===== config.mk =====
export PLATFORM = sky130hd
export DESIGN_NAME = sar_top
export DESIGN_NICKNAME = d
export VERILOG_FILES = /design/src/logic/sar_pkg.sv /design/src/logic/sar_rom_if.sv /design/src/logic/sar_rom_ctl.sv /design/src/logic/sar_top.sv
export SDC_FILE = /design/constraint.sdc
export NUM_CORES = 1
export LEC_CHECK = 0
export BUFFER_PORTS_ARGS = -buffer_cell sky130_fd_sc_hd__clkbuf_2
export CAP_MARGIN = 20
export CORE_ASPECT_RATIO = 1.5
export CORE_UTILIZATION = 41
export DETAILED_ROUTE_END_ITERATION = 6
export GPL_ROUTABILITY_DRIVEN = 0
export PLACE_DENSITY = 0.71
export SETUP_SLACK_MARGIN = 0.3
export SYNTH_ARGS = -nofsm -noshare
export SYNTH_HDL_FRONTEND = slang
export SYNTH_HIERARCHICAL = 1
export SYNTH_SLANG_ARGS = --single-unit

===== constraint.sdc =====
create_clock -name sys_clk -period 4.11 [get_ports sys_clk]
set_input_delay 0.411 -clock sys_clk [delete_from_list [all_inputs] [get_ports sys_clk]]
set_output_delay 0.411 -clock sys_clk [all_outputs]
set_load 0.02 [all_outputs]

===== src/logic/sar_pkg.sv =====
package sar_pkg;

  // ==========================================================================
  // Stack pointer
  localparam logic [15:0] SP_RESET       = 16'h00FF;
  localparam logic [2:0]  IRQ_STACK_BYTES = 3'h5;
  localparam logic [2:0]  JSR_STACK_BYTES = 3'h2;

  // ==========================================================================
  // Address windows, inclusive bounds
  localparam logic [15:0] RAM0_LO  = 16'h0050;
  localparam logic [15:0] RAM0_HI  = 16'h044F;
  localparam logic [15:0] RAM1_LO  = 16'h0A00;
  localparam logic [15:0] RAM1_HI  = 16'h0DFF;
  localparam logic [15:0] PZ_HI    = 16'h00FF;
  localparam logic [15:0] ROM1A_LO = 16'h8000;
  localparam logic [15:0] ROM1A_HI = 16'hFDFF;
  localparam logic [15:0] ROM1B_LO = 16'hFFCC;
  localparam logic [15:0] ROM1B_HI = 16'hFFFF;
  localparam logic [15:0] ROM2A_LO = 16'h0450;
  localparam logic [15:0] ROM2A_HI = 16'h04FF;
  localparam logic [15:0] ROM2B_LO = 16'h0580;
  localparam logic [15:0] ROM2B_HI = 16'h05FF;
  localparam logic [15:0] ROM2C_LO = 16'h0E00;
  localparam logic [15:0] ROM2C_HI = 16'h7FFF;

  // ==========================================================================
  // Stack sequencer states
  typedef enum logic [1:0] {
    SAR_IDLE = 2'b00,
    SAR_PUSH = 2'b01,
    SAR_PULL = 2'b10
  } sar_state_t;

  // Stack operation requests from the core
  typedef enum logic [2:0] {
    SAR_OP_NONE = 3'b000,
    SAR_OP_IRQ  = 3'b001,
    SAR_OP_RTI  = 3'b010,
    SAR_OP_JSR  = 3'b011,
    SAR_OP_RTS  = 3'b100
  } sar_op_t;

endpackage : sar_pkg


===== src/logic/sar_rom_if.sv =====
`timescale 1ns/1ps
`default_nettype none
// Per-array signals between the top and one array controller
interface sar_rom_if;
  logic hit;
  logic stop_req;
  logic rd_en;
  logic standby;
  logic viewable;
  modport ctl (input hit, input stop_req, output rd_en, output standby, output viewable);
  modport top (output hit, output stop_req, input rd_en, input standby, input viewable);
endinterface : sar_rom_if
`default_nettype wire


===== src/logic/sar_rom_ctl.sv =====
`timescale 1ns/1ps
`default_nettype none
// Read-only array control: read access, stop standby, view lockout
module sar_rom_ctl (
  input  wire logic  sys_clk,
  input  wire logic  rstn,
  input  wire logic  secure_lock,
  input  wire logic  ext_view,
  sar_rom_if.ctl     rom
);
  logic standby_r;
  logic standby_nxt;

  // ==========================================================================
  // Standby entered only on stop; wait leaves the array running
  assign standby_nxt = rom.stop_req;
  always_ff @(posedge sys_clk) begin
    if (!rstn) standby_r <= 1'b0;
    else       standby_r <= standby_nxt;
  end

  assign rom.standby  = standby_r;
  assign rom.rd_en    = rom.hit & ~standby_r;
  // External viewing blocked whenever the lock is armed
  assign rom.viewable = ~(secure_lock & ext_view);
endmodule : sar_rom_ctl
`default_nettype wire


===== src/logic/sar_top.sv =====
`timescale 1ns/1ps
`default_nettype none
// Summary of operation
// - Stack pointer resets to 0x00FF, top of page-zero RAM.
// - Interrupt entry stacks exactly five bytes before handler fetch.
// - Upper index byte is neither pushed on interrupt nor pulled on return.
// - Subroutine call pushes two return-address bytes; return pulls two.
// - Stack pointer decrements per push, increments per pull.
// - Page zero holds 176 RAM bytes reachable by direct addressing.
// - First array decodes 0x8000-0xFDFF and vectors 0xFFCC-0xFFFF.
// - Second array decodes 0x0450-0x04FF, 0x0580-0x05FF, 0x0E00-0x7FFF.
// - Wait mode leaves arrays in read mode fully operational.
// - Stop mode puts reading arrays into low-power standby.
// - Protection blocks unauthorized external viewing of array contents.
// - Stack pointer is 16 bits, usable anywhere in 64K.
// - RAM selected at 0x0050-0x044F and 0x0A00-0x0DFF.
module sar_top (
  input  wire logic         sys_clk,
  input  wire logic         rstn,
  input  wire logic [2:0]   stack_op,
  input  wire logic         sp_load,
  input  wire logic [15:0]  sp_load_val,
  input  wire logic [15:0]  addr,
  input  wire logic         wait_mode,
  input  wire logic         stop_mode,
  input  wire logic         secure_lock,
  input  wire logic         ext_view,
  output logic [15:0]       sp,
  output logic [15:0]       stack_addr,
  output logic              stack_strobe,
  output logic              stack_write,
  output logic [2:0]        stack_index,
  output logic              stack_busy,
  output logic              stack_done,
  output logic              ram_sel,
  output logic              page0_ram_sel,
  output logic              rom1_sel,
  output logic              rom2_sel,
  output logic              rom1_standby,
  output logic              rom2_standby,
  output logic              rom1_viewable,
  output logic              rom2_viewable
);

  // ==========================================================================
  // Sequencer state, stack pointer and frame counters
  // The pointer is a full 16-bit register so a reload can move the stack anywhere;
  // keeping it inside RAM is left to software, nothing here checks it
  sar_pkg::sar_state_t state_r;
  sar_pkg::sar_state_t state_nxt;
  logic [15:0]         sp_r;
  logic [15:0]         sp_nxt;
  logic [2:0]          cnt_r;
  logic [2:0]          cnt_nxt;
  logic [2:0]          idx_r;
  logic [2:0]          idx_nxt;
  logic                done_r;
  logic                done_nxt;
  logic                idle;
  logic                start_push;
  logic                start_pull;
  logic [2:0]          start_len;
  logic                last_byte;

  // ==========================================================================
  // Request decode; only taken while idle
  assign idle       = (state_r == sar_pkg::SAR_IDLE);
  assign start_push = idle & ((stack_op == sar_pkg::SAR_OP_IRQ) |
                              (stack_op == sar_pkg::SAR_OP_JSR));
  assign start_pull = idle & ((stack_op == sar_pkg::SAR_OP_RTI) |
                              (stack_op == sar_pkg::SAR_OP_RTS));
  // Interrupt frame is five bytes; the upper index byte is left out
  assign start_len  = ((stack_op == sar_pkg::SAR_OP_IRQ) |
                       (stack_op == sar_pkg::SAR_OP_RTI)) ?
                      sar_pkg::IRQ_STACK_BYTES :
                      sar_pkg::JSR_STACK_BYTES;
  // Counter holds the bytes still to move, so one left means last
  assign last_byte  = (cnt_r == 3'h1);

  // ==========================================================================
  // Stack sequencer: one byte per cycle, pointer moves with each byte
  always_comb begin
    state_nxt = state_r;
    sp_nxt    = sp_r;
    cnt_nxt   = cnt_r;
    idx_nxt   = idx_r;
    done_nxt  = 1'b0;
    case (state_r)
      sar_pkg::SAR_IDLE: begin
        // A pointer reload wins over a frame request in the same cycle
        idx_nxt = 3'h0;
        if (sp_load) begin
          sp_nxt = sp_load_val;
        end else if (start_push) begin
          state_nxt = sar_pkg::SAR_PUSH;
          cnt_nxt   = start_len;
        end else if (start_pull) begin
          state_nxt = sar_pkg::SAR_PULL;
          cnt_nxt   = start_len;
        end
      end
      sar_pkg::SAR_PUSH: begin
        // Write at SP then decrement, so the first byte pushed after reset lands at 0x00FF
        sp_nxt  = sp_r - 16'h0001;
        cnt_nxt = cnt_r - 3'h1;
        idx_nxt = idx_r + 3'h1;
        if (last_byte) begin
          state_nxt = sar_pkg::SAR_IDLE;
          done_nxt  = 1'b1;
        end
      end
      sar_pkg::SAR_PULL: begin
        // Pull reads at SP+1 then increments, undoing the push order
        sp_nxt  = sp_r + 16'h0001;
        cnt_nxt = cnt_r - 3'h1;
        idx_nxt = idx_r + 3'h1;
        if (last_byte) begin
          state_nxt = sar_pkg::SAR_IDLE;
          done_nxt  = 1'b1;
        end
      end
      default: begin
        // Unused code: recover to idle rather than lock up
        state_nxt = sar_pkg::SAR_IDLE;
      end
    endcase
  end


  // Registers; pointer reset puts the stack at the top of page zero
  // Counters clear too, so a frame cut by reset never resumes
  always_ff @(posedge sys_clk) begin
    if (!rstn) begin
      state_r <= sar_pkg::SAR_IDLE;
      sp_r    <= sar_pkg::SP_RESET;
      cnt_r   <= 3'h0;
      idx_r   <= 3'h0;
      done_r  <= 1'b0;
    end else begin
      state_r <= state_nxt;
      sp_r    <= sp_nxt;
      cnt_r   <= cnt_nxt;
      idx_r   <= idx_nxt;
      done_r  <= done_nxt;
    end
  end


  // Pull reads at SP+1 (pre-increment); push writes at SP
  // Strobe and busy are the same term; both are kept so the core can use
  // busy as a stall and strobe as a memory request without extra decode
  assign sp           = sp_r;
  assign stack_addr   = (state_r == sar_pkg::SAR_PULL) ? (sp_r + 16'h0001) : sp_r;
  assign stack_strobe = ~idle;
  assign stack_write  = (state_r == sar_pkg::SAR_PUSH);
  assign stack_index  = idx_r;
  assign stack_busy   = ~idle;
  assign stack_done   = done_r;

  // ==========================================================================
  // Address decode; ranges are disjoint
  // Full 16-bit compares are used: a mask decode would be smaller, but the
  // window edges do not fall on power-of-two boundaries
  logic in_ram0;
  logic in_ram1;
  logic hit_rom1;
  logic hit_rom2;
  assign in_ram0       = (addr >= sar_pkg::RAM0_LO) && (addr <= sar_pkg::RAM0_HI);
  assign in_ram1       = (addr >= sar_pkg::RAM1_LO) && (addr <= sar_pkg::RAM1_HI);
  assign ram_sel       = in_ram0 | in_ram1;
  // 0x0050..0x00FF is the 176-byte direct-page RAM
  assign page0_ram_sel = in_ram0 && (addr <= sar_pkg::PZ_HI);
  assign hit_rom1 = ((addr >= sar_pkg::ROM1A_LO) && (addr <= sar_pkg::ROM1A_HI)) ||
                    ((addr >= sar_pkg::ROM1B_LO) && (addr <= sar_pkg::ROM1B_HI));
  assign hit_rom2 = ((addr >= sar_pkg::ROM2A_LO) && (addr <= sar_pkg::ROM2A_HI)) ||
                    ((addr >= sar_pkg::ROM2B_LO) && (addr <= sar_pkg::ROM2B_HI)) ||
                    ((addr >= sar_pkg::ROM2C_LO) && (addr <= sar_pkg::ROM2C_HI));

  // ==========================================================================
  // Array controllers; wait mode is deliberately not routed to them
  // Both arrays share stop and protection inputs but keep separate standby
  // flops, so each can be parked on its own if the modes ever diverge
  sar_rom_if rom1_if ();
  sar_rom_if rom2_if ();
  assign rom1_if.hit      = hit_rom1;
  assign rom2_if.hit      = hit_rom2;
  assign rom1_if.stop_req = stop_mode;
  assign rom2_if.stop_req = stop_mode;

  sar_rom_ctl u_rom1 (
    .sys_clk     (sys_clk),
    .rstn        (rstn),
    .secure_lock (secure_lock),
    .ext_view    (ext_view),
    .rom         (rom1_if)
  );
  sar_rom_ctl u_rom2 (
    .sys_clk     (sys_clk),
    .rstn        (rstn),
    .secure_lock (secure_lock),
    .ext_view    (ext_view),
    .rom         (rom2_if)
  );


  // Select is gated by standby; wait_mode has no effect here
  // Wait is taken only to make the intent visible: the halted core is what
  // stops array traffic, so no gating is wanted on this input
  logic unused_wait;
  assign unused_wait   = wait_mode;
  assign rom1_sel      = rom1_if.rd_en;
  assign rom2_sel      = rom2_if.rd_en;
  assign rom1_standby  = rom1_if.standby;
  assign rom2_standby  = rom2_if.standby;
  assign rom1_viewable = rom1_if.viewable;
  assign rom2_viewable = rom2_if.viewable;

endmodule : sar_top
`default_nettype wire


==> run metrics, run 1 <==
minimum clock period=2.703 ns; placed cells=486; DRT antenna net count=0; Comb pwr share=0.578; Die X-Extent=65.92 um; global-route wire length before repair=12.01 mm; Slowest-stage cell, CP=ha_1; Finished Layout Cells=490; f_max=0.3699 GHz; CTS tree=built; starting density of the core=0.4280; clock power share=0.114; Setup crit end kind=primary output; total net switching power=779.9 uW; share of cells above drive strength 1=0.2392; Cell Pwr Density=501.0 nW/um^2; root buffer cell=clkbuf_8; clock latency on the worst-skew pair=0.29 ns; Arr. time, crit path=2.29 ns; crit path to=stack_addr[13]; Final setup viols=0; Placed Area=2920 sq um; prevailing post-synth register cell=dfxtp_1; CTS resizes=0; Congestion Overflow GR=0; Post-Syn Nets=411; critical path type=reg -> out; Tot Pwr=1.488 mW; vias in the first global route=2702; register bit total from synthesis=27; Setup WS pre-CTS=1.727 ns; Required @ worst endpoint=3.70 ns; slew margin rel.=0.4513; CP Launch Point=state_r[0]; RSZ-0062 raised after global routing=no; FP Rows=34; nets@finish=472; Final Cell Area=2969 sq um; drt pass-1 iters=4; hold_buf cts=0; Port Buf Inserts=85; Post-synth top cells=nand2_1, nor2_1, clkbuf_1, dfxtp_1, o21ai_0; GRT Total Usage=0.2333; ranking of synthesized cells by area=dfxtp_1, ha_1, nand2_1, xnor2_1, nor2_1; sequence of cells on the critical path=inv_1 -> ha_1 -> and3_1 -> nand3_1 -> nor2_1 -> xor2_1 -> clkbuf_2; R2R Path End=sp[6]; Critical Path Max Stage Delay=0.44 ns; via/cell ratio=5.824; Cell Area, Synth=2512 sq um; leading area contributor after synthesis=dfxtp_1; Num CTS Buffers=3; Vias=2854; antenna violations before repair=0; Hold/Removal Path Class=in -> reg; Area Growth Syn to Fin=18.18%; Avg Cell Area, Syn=7.018 sq um; hold_sp=stop_mode; worst-margin pin slew=0.8230 ns; # clock sinks=27; DR WL/cell=15.24 um; Seq pwr share=0.308; endpoints failing hold=0; Worst Reg-to-Reg Cells=5; count of cell types in the netlist=56; Slew Viols, Final=0; antenna cell count=0; sequential share of the synthesized area=0.2151; switching share of power=0.5243; crit-path max FO=12; final worst-path cycle share=0.6578; async set-reset flop share out of synthesis=0; drt drc=0; drt total wl=7.469 mm; Mapped Cells=358; die height=97.88 um; flop2flop setup slack=1.68 ns; detailed placement HPWL=5.465 mm; PnR worst setup slack=1.407 ns; Post-CTS Setup Inserts=0; Clock transition at path regs=0.11 ns; Initial DRC Count=171; Static Leak=1.303 nW; num ports=89; cell internal pwr=707.6 uW; number of synthesized flops with an enable pin=0; largest net degree at the start of global routing=31; Fin Setup TNS=0 ns; Ys Warns=6; reg-to-reg startpoint=state_r[0]; peak supply drop=0.3298 mV; CP startpoint kind=flip-flop; area share of the largest cell type after synthesis=0.2151; Worst Skew=0.01026 ns; H-tree levels=1; Die Area=6451 sq um; # Max-Cap Violations=0; outcome=complete, no violations; Max Buffers Root-to-Sink=2; core box area=5871 sq um; count leader, synth=nand2_1
[layer usage]
layer	share of wire	GRT usage
met4	0.032	0.1304
met2	0.50	0.3948
met1	0.41	0.2707
met5	0	0
met3	0.057	0.03621
[sequential cells by signal, indices dropped and copies added, names as in the netlist]
name	count
sp	16
cnt_r	3
stack_index	3
state_r	2
stack_done	1
u_rom1/rom.standby	1
u_rom2/rom.standby	1
[power groups by stage]
stage / registers, mW / logic [mW] / clock network (mW)
finish: 0.458 / 0.860 / 0.170
detailed placement: 0.462 / 0.858 / 0
floorplan: 0.423 / 0.647 / 0
global placement: 0.458 / 0.845 / 0
global route: 0.471 / 0.948 / 0.182
CTS: 0.455 / 0.861 / 0.172
[cell usage in the layout (no fill, tap or decap), types with 6 or more instances in the layout]
| cell | n |
|---|---|
| a21oi_1 | 21 |
| nor4_1 | 8 |
| clkbuf_2 | 85 |
| dfxtp_1 | 27 |
| xor2_1 | 10 |
| inv_1 | 19 |
| nand2_1 | 35 |
| nand4_1 | 6 |
| ha_1 | 11 |
| nor3_1 | 11 |
| nor2_1 | 30 |
| nand3_1 | 20 |
| o21ai_0 | 22 |
| xnor2_1 | 13 |
[worst max-delay path, delay by kind of cell, from the launching register on]
kind                       cells  cell delay (ns)
xor gates and xnor gates       1             0.16
adders and majority gates      1             0.44
DFF                            1             0.37
buffers and inverters          2             0.27
and+or+nand+nor                3             0.75
[kinds of logic (layout without fill, tap and decap cells)]
family	count (synthesis)	after routing	share of synthesized area
AND/OR/NAND/NOR	146	146	0.3008
AO/OA/AOI/OAI	95	95	0.2525
buffers and inverters	53	113	0.08466
flip-flops	27	27	0.2151
XOR/XNOR	23	23	0.08018
adder cells (fa/ha/maj)	11	11	0.05478
multiplexers	3	3	0.01195
[per-stage QoR]
stage / utilization / hold WS (ns)
6_report: 0.5058 / 0.3232
5_1_grt: 0.5058 / 0.3404
4_1_cts: 0.5058 / 0.3237
3_5_place_dp: 0.4974 / 0.4614
3_3_place_gp: 0.4974 / 0.4591
2_1_floorplan: - / 0.4318
[worst min-delay path by stage]
stage               depth (start not counted)  slack, ns            endpoint
floorplan                                   1       0.43          stack_done
global placement                            2       0.46            cnt_r[1]
detailed placement                          2       0.46            cnt_r[1]
CTS                                         2       0.32  u_rom2/rom.standby
global route                                2       0.34  u_rom1/rom.standby
finish                                      2       0.32  u_rom2/rom.standby
[layout make-up]
type                            instances  area, sq um
Tap cell                               72        90.09
Fill cell                             628         2902
Clock inverter                          1        7.507
Clock buffer                            3        41.29
Multi-Input combinational cell        278         1759
Sequential cell                        27        540.5
Timing Repair Buffer                   89        455.4
Inverter                               20        75.07
(Power assumes the default switching activity.)
==> run 2: changes to the inputs <==
- clock period: 4.11 -> 2.6 ns (I/O delays scaled with it)
==> run 2 against run 1 <==
Global-route usage rose by 0.33 points. Clock-buffer cell count did not move. Power rose by 63%. First-iteration DRC count rose by 19%. Critical path type unchanged. Clock skew fell by 0.0034 ns. Non-clock buffer count rose by 9.
==> run metrics, run 2 (synthesis results as in run 1) <==
die height=97.88 um (unchanged); FP Rows=34 (unchanged); peak supply drop=0.3357 mV (was 0.3298 mV); sequence of cells on the critical path=inv_1 -> ha_1 -> and3_2 -> and3_1 -> nand2_1 -> xnor2_1 -> clkbuf_2 (was inv_1 -> ha_1 -> and3_1 -> nand3_1 -> nor2_1 -> xor2_1 -> clkbuf_2); total net switching power=1.247 mW (was 779.9 uW); minimum clock period=2.195 ns; Setup crit end kind=primary output (unchanged); hold_buf cts=0 (unchanged); Arr. time, crit path=1.93 ns (was 2.29 ns); CP startpoint kind=flip-flop (unchanged); crit-path max FO=5 (was 12); via/cell ratio=5.790 (was 5.824); Area Growth Syn to Fin=22.36% (was 18.18%); drt total wl=7.375 mm (was 7.469 mm); clock latency on the worst-skew pair=0.29 ns (about the same); endpoints failing hold=0 (unchanged); Slew Viols, Final=0 (unchanged); Worst Skew=0.006863 ns (was 0.01026 ns); vias in the first global route=2649 (was 2702); largest net degree at the start of global routing=24 (was 31); RSZ-0062 raised after global routing=no (unchanged); Port Buf Inserts=85 (unchanged); DR WL/cell=14.78 um (was 15.24 um); Die Area=6451 sq um (unchanged); PnR worst setup slack=0.4055 ns (was 1.407 ns); GRT Total Usage=0.2366 (was 0.2333); drt pass-1 iters=5 (was 4); detailed placement HPWL=5.507 mm (was 5.465 mm); Num CTS Buffers=3 (unchanged); # Max-Cap Violations=0 (unchanged); starting density of the core=0.4280 (unchanged); Clock transition at path regs=0.11 ns (about the same); critical path type=reg -> out (unchanged); Die X-Extent=65.92 um (unchanged); Post-CTS Setup Inserts=0 (unchanged); DRT antenna net count=0 (unchanged); cell internal pwr=1.173 mW (was 707.6 uW); global-route wire length before repair=12.21 mm (was 12.01 mm); Vias=2889 (was 2854); Critical Path Max Stage Delay=0.38 ns (was 0.44 ns); Seq pwr share=0.277 (was 0.308); crit-path leading delay family=simple AND/OR/NAND/NOR gates (unchanged); antenna cell count=0 (unchanged); num ports=89 (unchanged); antenna violations before repair=0 (unchanged); Final setup viols=0 (unchanged); slew margin rel.=0.6169 (was 0.4513); flop2flop setup slack=0.44 ns (was 1.68 ns); Comb pwr share=0.611 (was 0.578); Required @ worst endpoint=2.34 ns (was 3.70 ns); Hold/Removal Path Class=in -> reg (unchanged); Worst Path Buf+Inv=2 (unchanged); switching share of power=0.5153 (was 0.5243); nets@finish=481 (was 472); core box area=5871 sq um (unchanged); CTS tree=built (unchanged); number of flip-flops in the largest register=16 (unchanged); Max Buffers Root-to-Sink=2 (unchanged); outcome=complete, no violations (unchanged); Initial DRC Count=203 (was 171); commonest cells after routing, fill and taps aside=clkbuf_2, nand2_1, nor2_1, o21ai_0, a21oi_1 (was clkbuf_2, nand2_1, nor2_1, dfxtp_1, o21ai_0); Setup WS pre-CTS=0.2936 ns (was 1.727 ns); Slowest-stage cell, CP=dfxtp_2 (was ha_1); drt drc=0 (unchanged); most common cell after layout, fill and taps aside=clkbuf_2 (unchanged); # clock sinks=27 (unchanged); final worst-path cycle share=0.8440; Cell Pwr Density=787.3 nW/um^2 (was 501.0 nW/um^2); root buffer cell=clkbuf_8 (unchanged); Congestion Overflow GR=0 (unchanged); f_max=0.4557 GHz; Static Leak=1.349 nW (was 1.303 nW); share of cells above drive strength 1=0.2927 (was 0.2392); H-tree levels=1 (unchanged); clock power share=0.111 (was 0.114); Fin Setup TNS=0 ns (unchanged); worst-margin pin slew=0.5703 ns (was 0.8230 ns)
[run 2: path summary, 6_finish.rpt]
path | startpoint | endpoint | cells past startpoint
hold / removal | stop_mode | u_rom1/rom.standby | 2
hold reg to reg | cnt_r[1] | cnt_r[1] | 2
setup reg to reg | sp[0] | sp[6] | 6
setup / recovery | state_r[0] | stack_addr[11] | 7
[run 2: cell type report]
| class | count | area, sq um |
|---|---|---|
| clock inverters | 1 | 7.507 |
| inverters | 20 | 78.83 |
| flip-flops and latches | 27 | 551.8 |
| well taps | 72 | 90.09 |
| fillers | 579 | 2796 |
| clock buffers | 3 | 41.29 |
| repair buffers | 98 | 523.0 |
| multi-input cells | 278 | 1782 |
[run 2: through the flow]
step                      power (mW)  hold slack (ns)    util  std cells  cell area (sq um)
after floorplan                1.691           0.3817       -        358               2512
after global placement         2.109           0.4592  0.5090        495               2988
after detailed placement       2.135           0.4632  0.5090        495               2988
after CTS                      2.409           0.1670  0.5185        499               3044
after global routing           2.615           0.1871  0.5237        499               3074
final                          2.420           0.1734  0.5237        499               3074
[run 2: power groups by stage]
stage	clock network (mW)	registers, mW	logic, mW
6_report	0.270	0.671	1.48
4_1_cts	0.279	0.661	1.47
5_1_grt	0.287	0.693	1.63
2_1_floorplan	0	0.668	1.02
3_5_place_dp	0	0.670	1.46
3_3_place_gp	0	0.664	1.44
[run 2: timing repair]
action | CTS | global route
pin swaps | 0 | 0
cloned | 0 | 0
endpoints found under the setup margin | 3 | 12
gates resized for setup | 3 | 14
[run 2: routing by layer]
metal,track usage,vias to the layer above,part of all wire
met4,0.1237,0,0.031
met5,0,-,0
met3,0.02453,17,0.066
met2,0.4003,121,0.49
met1,0.2856,1333,0.41
li1,-,1418,-
